### src/include/tmrset_pkg.sv
// Purpose: Shared constants and types for the timer/counter group.
// Assumes: 32-bit AHB-Lite register access, one register per aligned word.
// Notes: Only the low eight bits of each word are used; the rest read zero.
package tmrset_pkg;
    localparam int ADDR_W = 8;
    // Byte addresses of the registers.
    localparam logic [7:0] ADDR_MODE = 8'h00;
    localparam logic [7:0] ADDR_RUNFLAG = 8'h04;
    localparam logic [7:0] ADDR_T0_LO = 8'h08;
    localparam logic [7:0] ADDR_T0_HI = 8'h0c;
    localparam logic [7:0] ADDR_T1_LO = 8'h10;
    localparam logic [7:0] ADDR_T1_HI = 8'h14;
    localparam logic [7:0] ADDR_T2_CTRL = 8'h18;
    localparam logic [7:0] ADDR_T2_LO = 8'h1c;
    localparam logic [7:0] ADDR_T2_HI = 8'h20;
    localparam logic [7:0] ADDR_RCAP_LO = 8'h24;
    localparam logic [7:0] ADDR_RCAP_HI = 8'h28;
    localparam logic [7:0] ADDR_BAUD_CTRL = 8'h2c;
    localparam logic [7:0] ADDR_BAUD_FRAC = 8'h30;
    localparam logic [7:0] ADDR_IRQ_STAT = 8'h34;
    localparam logic [7:0] ADDR_IRQ_MASK = 8'h38;
    // Reset values.
    localparam logic [7:0] RST_BYTE = 8'h00;
    localparam logic [7:0] RST_BAUD_FRAC = 8'h00;
    // Bit positions in timer_run_and_flags.
    localparam int RF_T1_OVF = 7;
    localparam int RF_T1_RUN = 6;
    localparam int RF_T0_OVF = 5;
    localparam int RF_T0_RUN = 4;
    localparam int RF_B_PEND = 3;
    localparam int RF_B_TYPE = 2;
    localparam int RF_A_PEND = 1;
    localparam int RF_A_TYPE = 0;
    // Bit positions in baud_timer_control.
    localparam int BT_EN = 7;
    localparam int BT_DIV_W = 3;
    // Synchronised pin indices.
    localparam int PIN_IRQ_A = 0;
    localparam int PIN_IRQ_B = 1;
    localparam int PIN_T0_CNT = 2;
    localparam int PIN_T1_CNT = 3;
    localparam int PIN_T2_CNT = 4;
    localparam int PIN_T2_TRIG = 5;
    localparam int NUM_PINS = 6;
    // Interrupt status bits.
    localparam int IRQ_T0 = 0;
    localparam int IRQ_T1 = 1;
    localparam int IRQ_T2 = 2;
    localparam int IRQ_T2_TRIG = 3;
    localparam int IRQ_A = 4;
    localparam int IRQ_B = 5;
    localparam int IRQ_W = 6;
    // Fractional divider base added to baud_fraction_divider.
    localparam logic [8:0] BAUD_FRAC_BASE = 9'h040;
    localparam logic [7:0] BAUD_STEP = 8'h02;

    typedef enum logic [1:0] {
        TMRSET_M13 = 2'b00,
        TMRSET_M16 = 2'b01,
        TMRSET_M8R = 2'b10,
        TMRSET_MSPLIT = 2'b11
    } tmrset_mode_t;

    typedef struct packed {
        logic gate;
        logic count_sel;
        tmrset_mode_t mode;
    } tmrset_nib_t;

    typedef struct packed {
        logic third_timer_overflow;
        logic third_timer_trigger_flag;
        logic rx_clock_source_sel;
        logic tx_clock_source_sel;
        logic trigger_enable;
        logic third_timer_run_bit;
        logic count_source_sel;
        logic capture_or_reload_sel;
    } tmrset_t2ctl_t;
endpackage

### src/core/tmrset_top.sv
// Purpose: Timer0/1, Timer2 and baud timer group with an AHB-Lite register slave.
// Assumes: One clock hclk (25 MHz); all pins are asynchronous and synchronised here.
// Notes: Internal counting advances once per hclk; pin events are falling edges.
//
// Chosen here: register access over AHB-Lite and the placing of the registers.
`timescale 1ns/1ps
module tmrset_top (
    input wire logic hclk,
    input wire logic hresetn,
    input wire logic hsel,
    input wire logic [31:0] haddr,
    input wire logic [1:0] htrans,
    input wire logic hwrite,
    input wire logic [2:0] hsize,
    input wire logic [31:0] hwdata,
    input wire logic hready,
    output logic [31:0] hrdata,
    output logic hreadyout,
    output logic hresp,
    input wire logic irq_a_pin,
    input wire logic irq_b_pin,
    input wire logic t0_count_pin,
    input wire logic t1_count_pin,
    input wire logic t2_count_pin,
    input wire logic capture_trigger_pin,
    output logic t2_count_pin_used,
    output logic t2_trigger_pin_used,
    output logic uart_rx_tick,
    output logic uart_tx_tick,
    output logic irq
);
    logic [7:0] mode_q;
    logic [7:0] runflag_q;
    tmrset_pkg::tmrset_t2ctl_t t2ctl_q;
    logic [7:0] t2_lo_q, t2_hi_q, rcap_lo_q, rcap_hi_q;
    logic [7:0] baud_ctl_q, baud_frac_q;
    logic [tmrset_pkg::IRQ_W-1:0] stat_q, mask_q;
    logic [7:0] tl_q [2];
    logic [7:0] th_q [2];
    logic [tmrset_pkg::NUM_PINS-1:0] s1_q, s2_q, s3_q;
    logic [tmrset_pkg::NUM_PINS-1:0] fall;
    logic wr_q;
    logic [7:0] waddr_q;
    logic [7:0] wdata;
    logic [1:0] ovf;
    logic split_hi_ovf;
    logic t2_step, t2_ovf, t2_trig, t2_baud;
    logic [15:0] t2_cnt, rcap;
    logic baud_tick;
    logic [6:0] pre_q;
    logic [7:0] acc_q;
    logic a_set, b_set;
    logic [tmrset_pkg::IRQ_W-1:0] events;

    // Pin synchronisers; only the second and third stages are read.
    // They reset to the idle-high pin level, so no false level request follows reset.
    always_ff @(posedge hclk or negedge hresetn)
    begin
        if (!hresetn)
        begin
            s1_q <= '1;
            s2_q <= '1;
            s3_q <= '1;
        end
        else
        begin
            s1_q <= {capture_trigger_pin, t2_count_pin, t1_count_pin, t0_count_pin,
                     irq_b_pin, irq_a_pin};
            s2_q <= s1_q;
            s3_q <= s2_q;
        end
    end
    assign fall = s3_q & ~s2_q;

    // AHB-Lite slave: zero wait states, always OKAY, read data registered in the address phase.
    wire addr_ok = hsel && htrans[1] && hready;
    wire [7:0] aaddr = haddr[7:0];
    assign hreadyout = 1'b1;
    assign hresp = 1'b0;
    assign wdata = hwdata[7:0];

    always_ff @(posedge hclk or negedge hresetn)
    begin
        if (!hresetn)
        begin
            wr_q <= 1'b0;
            waddr_q <= 8'h00;
        end
        else
        begin
            wr_q <= addr_ok && hwrite;
            waddr_q <= aaddr;
        end
    end

    function automatic logic wr_to(input logic [7:0] a);
        wr_to = wr_q && (waddr_q == a);
    endfunction

    logic [7:0] rd_d;
    always_comb
    begin
        rd_d = 8'h00;
        if (aaddr == tmrset_pkg::ADDR_MODE) rd_d = mode_q;
        else if (aaddr == tmrset_pkg::ADDR_RUNFLAG) rd_d = runflag_q;
        else if (aaddr == tmrset_pkg::ADDR_T0_LO) rd_d = tl_q[0];
        else if (aaddr == tmrset_pkg::ADDR_T0_HI) rd_d = th_q[0];
        else if (aaddr == tmrset_pkg::ADDR_T1_LO) rd_d = tl_q[1];
        else if (aaddr == tmrset_pkg::ADDR_T1_HI) rd_d = th_q[1];
        else if (aaddr == tmrset_pkg::ADDR_T2_CTRL) rd_d = t2ctl_q;
        else if (aaddr == tmrset_pkg::ADDR_T2_LO) rd_d = t2_lo_q;
        else if (aaddr == tmrset_pkg::ADDR_T2_HI) rd_d = t2_hi_q;
        else if (aaddr == tmrset_pkg::ADDR_RCAP_LO) rd_d = rcap_lo_q;
        else if (aaddr == tmrset_pkg::ADDR_RCAP_HI) rd_d = rcap_hi_q;
        else if (aaddr == tmrset_pkg::ADDR_BAUD_CTRL) rd_d = baud_ctl_q;
        else if (aaddr == tmrset_pkg::ADDR_BAUD_FRAC) rd_d = baud_frac_q;
        else if (aaddr == tmrset_pkg::ADDR_IRQ_STAT) rd_d = {2'b00, stat_q};
        else if (aaddr == tmrset_pkg::ADDR_IRQ_MASK) rd_d = {2'b00, mask_q};
    end

    always_ff @(posedge hclk or negedge hresetn)
    begin
        if (!hresetn)
            hrdata <= 32'h0000_0000;
        else if (addr_ok && !hwrite)
            hrdata <= {24'h00_0000, rd_d};
    end

    // Plain configuration registers.
    always_ff @(posedge hclk or negedge hresetn)
    begin
        if (!hresetn)
        begin
            mode_q <= tmrset_pkg::RST_BYTE;
            baud_ctl_q <= tmrset_pkg::RST_BYTE;
            baud_frac_q <= tmrset_pkg::RST_BAUD_FRAC;
            mask_q <= '0;
        end
        else
        begin
            if (wr_to(tmrset_pkg::ADDR_MODE))
                mode_q <= wdata;
            if (wr_to(tmrset_pkg::ADDR_BAUD_CTRL))
                baud_ctl_q <= wdata;
            if (wr_to(tmrset_pkg::ADDR_BAUD_FRAC))
                baud_frac_q <= wdata;
            if (wr_to(tmrset_pkg::ADDR_IRQ_MASK))
                mask_q <= wdata[tmrset_pkg::IRQ_W-1:0];
        end
    end

    // Timer0 and Timer1.
    tmrset_pkg::tmrset_nib_t nib0;
    assign nib0 = mode_q[3:0];
    wire t0_split = (nib0.mode == tmrset_pkg::TMRSET_MSPLIT);
    wire [1:0] run_bit = {runflag_q[tmrset_pkg::RF_T1_RUN], runflag_q[tmrset_pkg::RF_T0_RUN]};
    assign split_hi_ovf = t0_split && run_bit[1] && (&th_q[0]);

    genvar gi;
    generate
        for (gi = 0; gi < 2; gi++)
        begin : g_tmr
            tmrset_pkg::tmrset_nib_t nib;
            logic step, gate_ok;
            logic [7:0] lo_addr, hi_addr;
            assign nib = mode_q[gi*4 +: 4];
            assign gate_ok = !nib.gate || s2_q[tmrset_pkg::PIN_IRQ_A + gi];
            assign step = run_bit[gi] && gate_ok &&
                          (nib.count_sel ? fall[tmrset_pkg::PIN_T0_CNT + gi] : 1'b1);
            assign lo_addr = gi ? tmrset_pkg::ADDR_T1_LO : tmrset_pkg::ADDR_T0_LO;
            assign hi_addr = gi ? tmrset_pkg::ADDR_T1_HI : tmrset_pkg::ADDR_T0_HI;

            always_comb
            begin
                case (nib.mode)
                    tmrset_pkg::TMRSET_M13: ovf[gi] = step && (&{th_q[gi], tl_q[gi][4:0]});
                    tmrset_pkg::TMRSET_M16: ovf[gi] = step && (&{th_q[gi], tl_q[gi]});
                    tmrset_pkg::TMRSET_M8R: ovf[gi] = step && (&tl_q[gi]);
                    default: ovf[gi] = (gi == 0) && step && (&tl_q[gi]);
                endcase
            end

            always_ff @(posedge hclk or negedge hresetn)
            begin
                if (!hresetn)
                begin
                    tl_q[gi] <= tmrset_pkg::RST_BYTE;
                    th_q[gi] <= tmrset_pkg::RST_BYTE;
                end
                else
                begin
                    if (step)
                    begin
                        case (nib.mode)
                            tmrset_pkg::TMRSET_M13:
                            begin
                                tl_q[gi][4:0] <= tl_q[gi][4:0] + 5'h01;
                                if (&tl_q[gi][4:0])
                                    th_q[gi] <= th_q[gi] + 8'h01;
                            end
                            tmrset_pkg::TMRSET_M16:
                            begin
                                tl_q[gi] <= tl_q[gi] + 8'h01;
                                if (&tl_q[gi])
                                    th_q[gi] <= th_q[gi] + 8'h01;
                            end
                            tmrset_pkg::TMRSET_M8R:
                                tl_q[gi] <= (&tl_q[gi]) ? th_q[gi] : tl_q[gi] + 8'h01;
                            default:
                                if (gi == 0)
                                    tl_q[gi] <= tl_q[gi] + 8'h01;
                        endcase
                    end
                    // In split mode the high half of Timer0 runs on Timer1's run bit.
                    if (gi == 0 && t0_split && run_bit[1])
                        th_q[gi] <= th_q[gi] + 8'h01;
                    if (wr_to(lo_addr))
                        tl_q[gi] <= wdata;
                    if (wr_to(hi_addr))
                        th_q[gi] <= wdata;
                end
            end
        end
    endgenerate

    // External request pending flags; hardware set wins over a software clear.
    wire a_edge = runflag_q[tmrset_pkg::RF_A_TYPE];
    wire b_edge = runflag_q[tmrset_pkg::RF_B_TYPE];
    assign a_set = a_edge ? fall[tmrset_pkg::PIN_IRQ_A] : !s2_q[tmrset_pkg::PIN_IRQ_A];
    assign b_set = b_edge ? fall[tmrset_pkg::PIN_IRQ_B] : !s2_q[tmrset_pkg::PIN_IRQ_B];

    always_ff @(posedge hclk or negedge hresetn)
    begin
        if (!hresetn)
            runflag_q <= tmrset_pkg::RST_BYTE;
        else
        begin
            if (wr_to(tmrset_pkg::ADDR_RUNFLAG))
                runflag_q <= wdata;
            // Level mode follows the pin, so a released pin drops the request.
            if (!a_edge && !a_set)
                runflag_q[tmrset_pkg::RF_A_PEND] <= 1'b0;
            if (!b_edge && !b_set)
                runflag_q[tmrset_pkg::RF_B_PEND] <= 1'b0;
            if (a_set)
                runflag_q[tmrset_pkg::RF_A_PEND] <= 1'b1;
            if (b_set)
                runflag_q[tmrset_pkg::RF_B_PEND] <= 1'b1;
            if (ovf[0])
                runflag_q[tmrset_pkg::RF_T0_OVF] <= 1'b1;
            if (ovf[1] || split_hi_ovf)
                runflag_q[tmrset_pkg::RF_T1_OVF] <= 1'b1;
        end
    end

    // Timer2.
    assign t2_cnt = {t2_hi_q, t2_lo_q};
    assign rcap = {rcap_hi_q, rcap_lo_q};
    assign t2_baud = t2ctl_q.rx_clock_source_sel || t2ctl_q.tx_clock_source_sel;
    assign t2_step = t2ctl_q.third_timer_run_bit &&
                     (t2ctl_q.count_source_sel ? fall[tmrset_pkg::PIN_T2_CNT] : 1'b1);
    assign t2_ovf = t2_step && (&t2_cnt);
    assign t2_trig = t2ctl_q.trigger_enable && fall[tmrset_pkg::PIN_T2_TRIG];
    assign t2_count_pin_used = t2ctl_q.count_source_sel;
    assign t2_trigger_pin_used = t2ctl_q.trigger_enable;

    always_ff @(posedge hclk or negedge hresetn)
    begin
        if (!hresetn)
        begin
            t2ctl_q <= tmrset_pkg::RST_BYTE;
            t2_lo_q <= tmrset_pkg::RST_BYTE;
            t2_hi_q <= tmrset_pkg::RST_BYTE;
            rcap_lo_q <= tmrset_pkg::RST_BYTE;
            rcap_hi_q <= tmrset_pkg::RST_BYTE;
        end
        else
        begin
            // Baud use forces auto-reload, as capture would break the bit clock.
            if (t2_ovf && (t2_baud || !t2ctl_q.capture_or_reload_sel))
                {t2_hi_q, t2_lo_q} <= rcap;
            else if (t2_step)
                {t2_hi_q, t2_lo_q} <= t2_cnt + 16'h0001;
            if (t2_trig && !t2_baud)
            begin
                if (t2ctl_q.capture_or_reload_sel)
                    {rcap_hi_q, rcap_lo_q} <= t2_cnt;
                else
                    {t2_hi_q, t2_lo_q} <= rcap;
            end
            if (wr_to(tmrset_pkg::ADDR_T2_CTRL))
                t2ctl_q <= wdata;
            if (wr_to(tmrset_pkg::ADDR_T2_LO))
                t2_lo_q <= wdata;
            if (wr_to(tmrset_pkg::ADDR_T2_HI))
                t2_hi_q <= wdata;
            if (wr_to(tmrset_pkg::ADDR_RCAP_LO))
                rcap_lo_q <= wdata;
            if (wr_to(tmrset_pkg::ADDR_RCAP_HI))
                rcap_hi_q <= wdata;
            if (t2_ovf && !t2_baud)
                t2ctl_q.third_timer_overflow <= 1'b1;
            if (t2_trig)
                t2ctl_q.third_timer_trigger_flag <= 1'b1;
        end
    end

    // Baud timer: prescale by 2^DIV, then a fractional step of 2 per (64 + frac).
    wire baud_en = baud_ctl_q[tmrset_pkg::BT_EN];
    wire [tmrset_pkg::BT_DIV_W-1:0] div = baud_ctl_q[tmrset_pkg::BT_DIV_W-1:0];
    wire [6:0] pre_mask = 7'(({7'h00, 1'b1} << div) - 8'h01);
    wire pre_tick = baud_en && ((pre_q & pre_mask) == pre_mask);
    wire [8:0] acc_next = {1'b0, acc_q} + {1'b0, tmrset_pkg::BAUD_STEP};
    wire [8:0] frac_lim = {1'b0, baud_frac_q} + tmrset_pkg::BAUD_FRAC_BASE;
    assign baud_tick = pre_tick && (acc_next >= frac_lim);

    always_ff @(posedge hclk or negedge hresetn)
    begin
        if (!hresetn)
        begin
            pre_q <= 7'h00;
            acc_q <= 8'h00;
        end
        else if (!baud_en)
        begin
            pre_q <= 7'h00;
            acc_q <= 8'h00;
        end
        else
        begin
            pre_q <= pre_q + 7'h01;
            if (pre_tick)
                acc_q <= baud_tick ? 8'(acc_next - frac_lim) : acc_next[7:0];
        end
    end

    // Serial clock selection; an enabled baud timer takes over both directions.
    always_comb
    begin
        if (baud_en)
        begin
            uart_rx_tick = baud_tick;
            uart_tx_tick = baud_tick;
        end
        else
        begin
            uart_rx_tick = t2ctl_q.rx_clock_source_sel ? t2_ovf : ovf[1];
            uart_tx_tick = t2ctl_q.tx_clock_source_sel ? t2_ovf : ovf[1];
        end
    end

    // Sticky interrupt status, write one to clear; a new event wins over the clear.
    assign events = {b_set && b_edge, a_set && a_edge, t2_trig, t2_ovf && !t2_baud,
                     ovf[1] || split_hi_ovf, ovf[0]};
    always_ff @(posedge hclk or negedge hresetn)
    begin
        if (!hresetn)
            stat_q <= '0;
        else if (wr_to(tmrset_pkg::ADDR_IRQ_STAT))
            stat_q <= (stat_q & ~wdata[tmrset_pkg::IRQ_W-1:0]) | events;
        else
            stat_q <= stat_q | events;
    end
    assign irq = |(stat_q & mask_q);

    wire no_wr = !wr_q;

    AST_T0_STOPS: assert property (@(posedge hclk) disable iff (!hresetn)
        (!run_bit[0] && !t0_split && no_wr) |=> $stable(tl_q[0]))
        else $error("Timer0 moved while stopped.");
    AST_GATE_HOLDS: assert property (@(posedge hclk) disable iff (!hresetn)
        (nib0.gate && !s2_q[tmrset_pkg::PIN_IRQ_A] && !t0_split && no_wr)
        |=> $stable({th_q[0], tl_q[0]}))
        else $error("Gated Timer0 counted with its pin low.");
    AST_T0_M16_INC: assert property (@(posedge hclk) disable iff (!hresetn)
        (run_bit[0] && !nib0.gate && !nib0.count_sel && nib0.mode == tmrset_pkg::TMRSET_M16
         && no_wr) |=> ({th_q[0], tl_q[0]} == $past({th_q[0], tl_q[0]}) + 16'h0001))
        else $error("Timer0 16-bit count did not advance by one.");
    AST_T0_RELOAD: assert property (@(posedge hclk) disable iff (!hresetn)
        (ovf[0] && nib0.mode == tmrset_pkg::TMRSET_M8R && no_wr)
        |=> tl_q[0] == $past(th_q[0]) && runflag_q[tmrset_pkg::RF_T0_OVF])
        else $error("Timer0 auto-reload or flag missing.");
    AST_EDGE_PEND: assert property (@(posedge hclk) disable iff (!hresetn)
        (a_edge && fall[tmrset_pkg::PIN_IRQ_A]) |=> runflag_q[tmrset_pkg::RF_A_PEND]
        && stat_q[tmrset_pkg::IRQ_A])
        else $error("Edge request did not set pending.");
    AST_RX_SRC: assert property (@(posedge hclk) disable iff (!hresetn)
        (!baud_en && !t2ctl_q.rx_clock_source_sel) |-> (uart_rx_tick == ovf[1]))
        else $error("Receive clock not from Timer1.");
    AST_TX_SRC: assert property (@(posedge hclk) disable iff (!hresetn)
        (!baud_en && t2ctl_q.tx_clock_source_sel) |-> (uart_tx_tick == t2_ovf))
        else $error("Transmit clock not from Timer2.");
    AST_T2_HALT: assert property (@(posedge hclk) disable iff (!hresetn)
        (!t2ctl_q.third_timer_run_bit && !t2_trig && no_wr) |=> $stable(t2_cnt))
        else $error("Timer2 moved while halted.");
    AST_T2_CAPTURE: assert property (@(posedge hclk) disable iff (!hresetn)
        (t2_trig && t2ctl_q.capture_or_reload_sel && !t2_baud && no_wr)
        |=> rcap == $past(t2_cnt) && t2ctl_q.third_timer_trigger_flag)
        else $error("Timer2 capture missed.");
    AST_BAUD_OFF: assert property (@(posedge hclk) disable iff (!hresetn)
        !baud_en |-> !baud_tick ##1 (pre_q == 7'h00 || baud_en))
        else $error("Baud timer ran while disabled.");
    AST_IRQ_OUT: assert property (@(posedge hclk) disable iff (!hresetn)
        (events[tmrset_pkg::IRQ_T0] && mask_q[tmrset_pkg::IRQ_T0]
         && !wr_to(tmrset_pkg::ADDR_IRQ_MASK)) |=> irq)
        else $error("Masked-in event did not raise the interrupt.");

    COV_T0_OVF: cover property (@(posedge hclk) disable iff (!hresetn) ovf[0]);
    COV_T2_CAP: cover property (@(posedge hclk) disable iff (!hresetn)
        t2_trig && t2ctl_q.capture_or_reload_sel);
    COV_BAUD: cover property (@(posedge hclk) disable iff (!hresetn) baud_tick);
    COV_IRQ: cover property (@(posedge hclk) disable iff (!hresetn) $rose(irq));
endmodule

### config.mk
export PLATFORM = sky130hd
export DESIGN_NAME = tmrset_top
export DESIGN_NICKNAME = d
export VERILOG_FILES = /design/src/include/tmrset_pkg.sv /design/src/core/tmrset_top.sv
export SDC_FILE = /design/constraint.sdc
export NUM_CORES = 1
export LEC_CHECK = 0
export BUFFER_PORTS_ARGS = -buffer_cell sky130_fd_sc_hd__buf_4
export CORE_ASPECT_RATIO = 0.7
export CORE_MARGIN = 2
export CORE_UTILIZATION = 54
export CTS_CLUSTER_DIAMETER = 40
export DETAILED_ROUTE_END_ITERATION = 12
export PLACE_DENSITY_LB_ADDON = 0.12
export SLEW_MARGIN = 10
export SYNTH_ARGS = -nofsm -noshare
export SYNTH_HDL_FRONTEND = slang
export SYNTH_SLANG_ARGS = --single-unit
### constraint.sdc
create_clock -name hclk -period 2.9 [get_ports hclk]
set_input_delay 0.435 -clock hclk [delete_from_list [all_inputs] [get_ports hclk]]
set_output_delay 0.435 -clock hclk [all_outputs]
set_load 0.005 [all_outputs]
==> metrics.yaml <==
run_status:
  outcome: "complete, but fails checks"
  violations: "hold timing, setup timing"
yosys:
  synthSimpleGateAreaFrac_pct: 18.75
  yosys.area_share.xor_xnor_pct: 3.868
  ys_ff_latch: 166
  syn_area_sq_um: 10190
  yosysUniqueCellTypes: 81
  synth_compound_area_share_pct: 17.36
  synth_top_family_by_area: "simple AND/OR/NAND/NOR gates"
  synthAdderAreaFrac_pct: 3.021
  yosysSeqAreaShare_pct: 40.99
  synth_top_flop_cell: "dfrtp_1"
  async_flop_share_pct: 100.0
  synthMuxAreaShare_pct: 10.19
  yosysWarningCount: 0
  avgSynthCellArea_sq_um: 9.222
  synth_edf_count: 0
  syn_inst: 1105
cts:
  cts_buffers: 17
  clkLatencyLatePin_ps: 440
  htreeDepth: 4
  clk_pin_slew_ps: 70
  hold_buffers: 0
  cts_tree: "yes"
  cts_root_buf: "clkbuf_16"
  cts_buffer_depth: 2
  cts_sinks: 166
placed_design:
  numPortBuffers: 40
  gp_congestion: 0.9464
  hpwl_um: 22540
pwr:
  p_int_mw: 5.267
  p_switching_mw: 3.053
  power_frac_clock_pct: 26.7
  seq_power_share_pct: 42.2
  p_leak_nw: 4.894
  switching_share_pct: 36.70
  peakVddDrop_uv: 502.5
  combPwrFrac_pct: 31.1
  powerDensity_nw_per_um2: 720.8
global_routing:
  grt_pass1_vias: 8176
  grt_max_degree: 64
  grt_pass1_wl_um: 48650
  grt.overflow.total: 0
  antenna_found_initial: 0
  grt_usage_pct: 32.07
timing:
  tightest_slew_ps: 760.3
  fin_hold_ws_ps: -14.04
  relSlewSlack_pct: 49.17
  fin_setup_tns_ps: -755.9
  rsz0062_at_grt: "yes"
  fmax_ghz: 0.3047
  finalSetupViolCount: 2
  fin_crit_ps: 3282
  finalCritPeriodShare_pct: 113.2
  hold_violations: 4
  fin_ws_ps: -381.8
  slew_violations: 0
  fin_worst_skew_ps: 12.60
route:
  drt-initial-drc-count: 1104
  avgViaCountPerCell: 6.278
  post_drt_wl_per_cell_um: 22.13
  drtPass1Iterations: 6
  wirelength_um: 31320
  postRouteAntennaNets: 0
  drc: 0
  vias: 8884
worst_setup_path:
  critPathLaunchType: "flip-flop"
  arrival_ps: 2850
  crit_fanout: 3
  cp-end-kind: "output pin"
  worstSetupPathType: "reg -> out"
  cp.required_ps: 2470
min_path:
  worstHoldPathType: "in -> async"
die:
  die_w_um: 168.2
  ios: 119
  core_sq_um: 18260
  die_area_sq_um: 20000
  initial_core_util_pct: 55.80
  num_rows: 41
  die_h_um: 118.9
finish:
  drive_gt1_share_pct: 19.93
  diodes: 0
  finalCoreUtilization_pct: 63.21
  area_growth_pct: 13.29
  nNetsFinal: 1270
flow_run:
  drv_cap: 0
-- path summary, 6_finish.rpt --
| path | startpoint | endpoint | slack (ps) | cells after the start |
|---|---|---|---|---|
| worst min-delay path | hresetn | acc_q[4] | -10 | 1 |
| worst min register to register | s1_q[5] | s2_q[5] | 350 | 0 |
| max in group asynchronous | hresetn | s3_q[4] | 2110 | 2 |
| worst max-delay path | acc_q[1] | uart_rx_tick | -380 | 10 |
| worst max register to register | acc_q[1] | acc_q[6] | 110 | 10 |
| min in group hclk | t1_count_pin | s1_q[3] | 110 | 1 |
-- cell usage after synthesis (4+ instances only) --
library cell,instances,area [sq um]
a2111oi_0,4,35.03
a211oi_1,9,67.56
a21o_1,5,37.54
a21oi_1,77,385.4
a221o_1,5,50.05
a22oi_1,7,52.55
a31oi_1,10,62.56
a32o_1,4,40.04
a32oi_1,4,35.03
and2_1,9,56.30
and3_1,9,56.30
buf_2,17,85.08
buf_4,28,210.2
clkbuf_1,25,93.84
dfrtp_1,148,3704
dfstp_2,18,473.0
ha_1,23,287.8
inv_1,39,146.4
mux2_2,46,518.0
mux2i_1,43,430.4
mux4_2,4,90.09
nand2_1,109,409.1
nand2b_1,12,75.07
nand3_1,35,175.2
nand3b_1,5,37.54
nand4_1,19,118.9
nor2_1,90,337.8
nor2_2,4,25.02
nor2b_1,6,37.54
nor3_1,21,105.1
nor3b_1,4,30.03
nor4_1,8,50.05
o211ai_1,6,45.04
o21a_1,5,37.54
o21ai_0,90,450.4
o21ai_1,8,40.04
o22ai_1,17,106.4
o31ai_1,5,37.54
or2_2,7,43.79
or3_1,14,87.58
xnor2_1,27,236.5
xor2_1,18,157.7
-- per-stage QoR --
stage                     hold slack (ps)  setup WS (ps)  power (mW)  area (sq um)  instances
final                              -14.04         -381.8       8.321         11540       1415
after detailed placement            346.8         -15.26       5.869         10810       1376
after global placement              346.8          7.822       5.812         10810       1376
after global routing                23.52         -445.6       8.770         11540       1415
after CTS                           9.114         -347.0       8.200         11460       1413
after floorplan                     139.4          21.84       4.972         10290       1129
-- power by group through the flow --
stage	Sequential (mW)	Combinational, mW	Clock, mW
3_3_place_gp	3.49	2.32	0
4_1_cts	3.47	2.48	2.25
3_5_place_dp	3.50	2.37	0
5_1_grt	3.56	2.88	2.33
2_1_floorplan	3.23	1.74	0
6_report	3.51	2.59	2.22
-- cells by family (layout without fill, tap and decap cells) --
| logic type | Yosys count | count (layout) |
|---|---|---|
| and+or+nand+nor | 376 | 376 |
| AOI/OAI and AO/OA | 283 | 283 |
| DFF | 166 | 166 |
| buffers and inverters | 116 | 166 |
| muxes | 93 | 93 |
| xor gates and xnor gates | 45 | 45 |
| adders and majority gates | 24 | 24 |
| other | 2 | 26 |
-- area by class of cell --
class / instances / area (sq um)
clock buffers: 22 / 474.2
well taps: 236 / 295.3
fillers: 1571 / 6719
inverters: 41 / 153.9
flip-flops and latches: 166 / 4179
clock inverters: 10 / 96.34
multi-input cells: 847 / 5630
repair buffers: 93 / 714.4
-- sequential cells by signal, summed over array words and instances (netlist names) --
register,cells
acc_q,8
baud_ctl_q,8
baud_frac_q,8
hrdata,8
mask_q,6
mode_q,8
pre_q,7
rcap_hi_q,8
rcap_lo_q,8
runflag_q,8
s1_q,6
s2_q,6
s3_q,6
stat_q,6
t2_count_pin_used,1
t2_hi_q,8
t2_lo_q,8
t2_trigger_pin_used,1
t2ctl_q,6
th_q,16
tl_q,16
waddr_q,8
wr_q,1
-- routing by layer --
| metal | wire [um] | vias to the layer above | GRT usage, % |
|---|---|---|---|
| met5 | 0 | - | 0 |
| met4 | 472 | 0 | 7.274 |
| met3 | 2918 | 42 | 7.611 |
| met2 | 13050 | 430 | 45.45 |
| met1 | 14880 | 4341 | 49.43 |
| li1 | - | 4071 | - |
-- critical path, cell delays in order (launching register included) --
cell     delay [ps]
dfrtp_1         430
ha_4            200
xor2_2          150
ha_1            290
a21o_1          180
or4_4           440
o21ai_2         150
and3b_2         230
o21ai_2          70
o31a_1          130
buf_4           140
-- timing repair --
action	in CTS	in global routing
endpoints found under the setup margin	2	5
buffers inserted	5	2
gates cloned	0	0
pin swaps	7	8
resized for setup	9	12
-- layout by cell type, fill, tap and decap left out, types with 6 or more instances in the layout --
cell type  instances
a211oi_1           9
a21oi_1           77
a22oi_1            7
a31oi_1           10
and2_1             9
and3_1             9
buf_4             91
clkbuf_16         17
conb_1            26
dfrtp_1          146
dfstp_2           18
ha_1              21
inv_1             39
mux2_2            46
mux2i_1           43
nand2_1          109
nand2b_1          12
nand3_1           33
nand4_1           19
nor2_1            89
nor2b_1            6
nor3_1            20
nor4_1             8
o211ai_1           6
o21ai_0           88
o21ai_1            8
o22ai_1           17
or2_2              6
or3_1             14
xnor2_1           25
xor2_1            16
(Power assumes the default switching activity.)
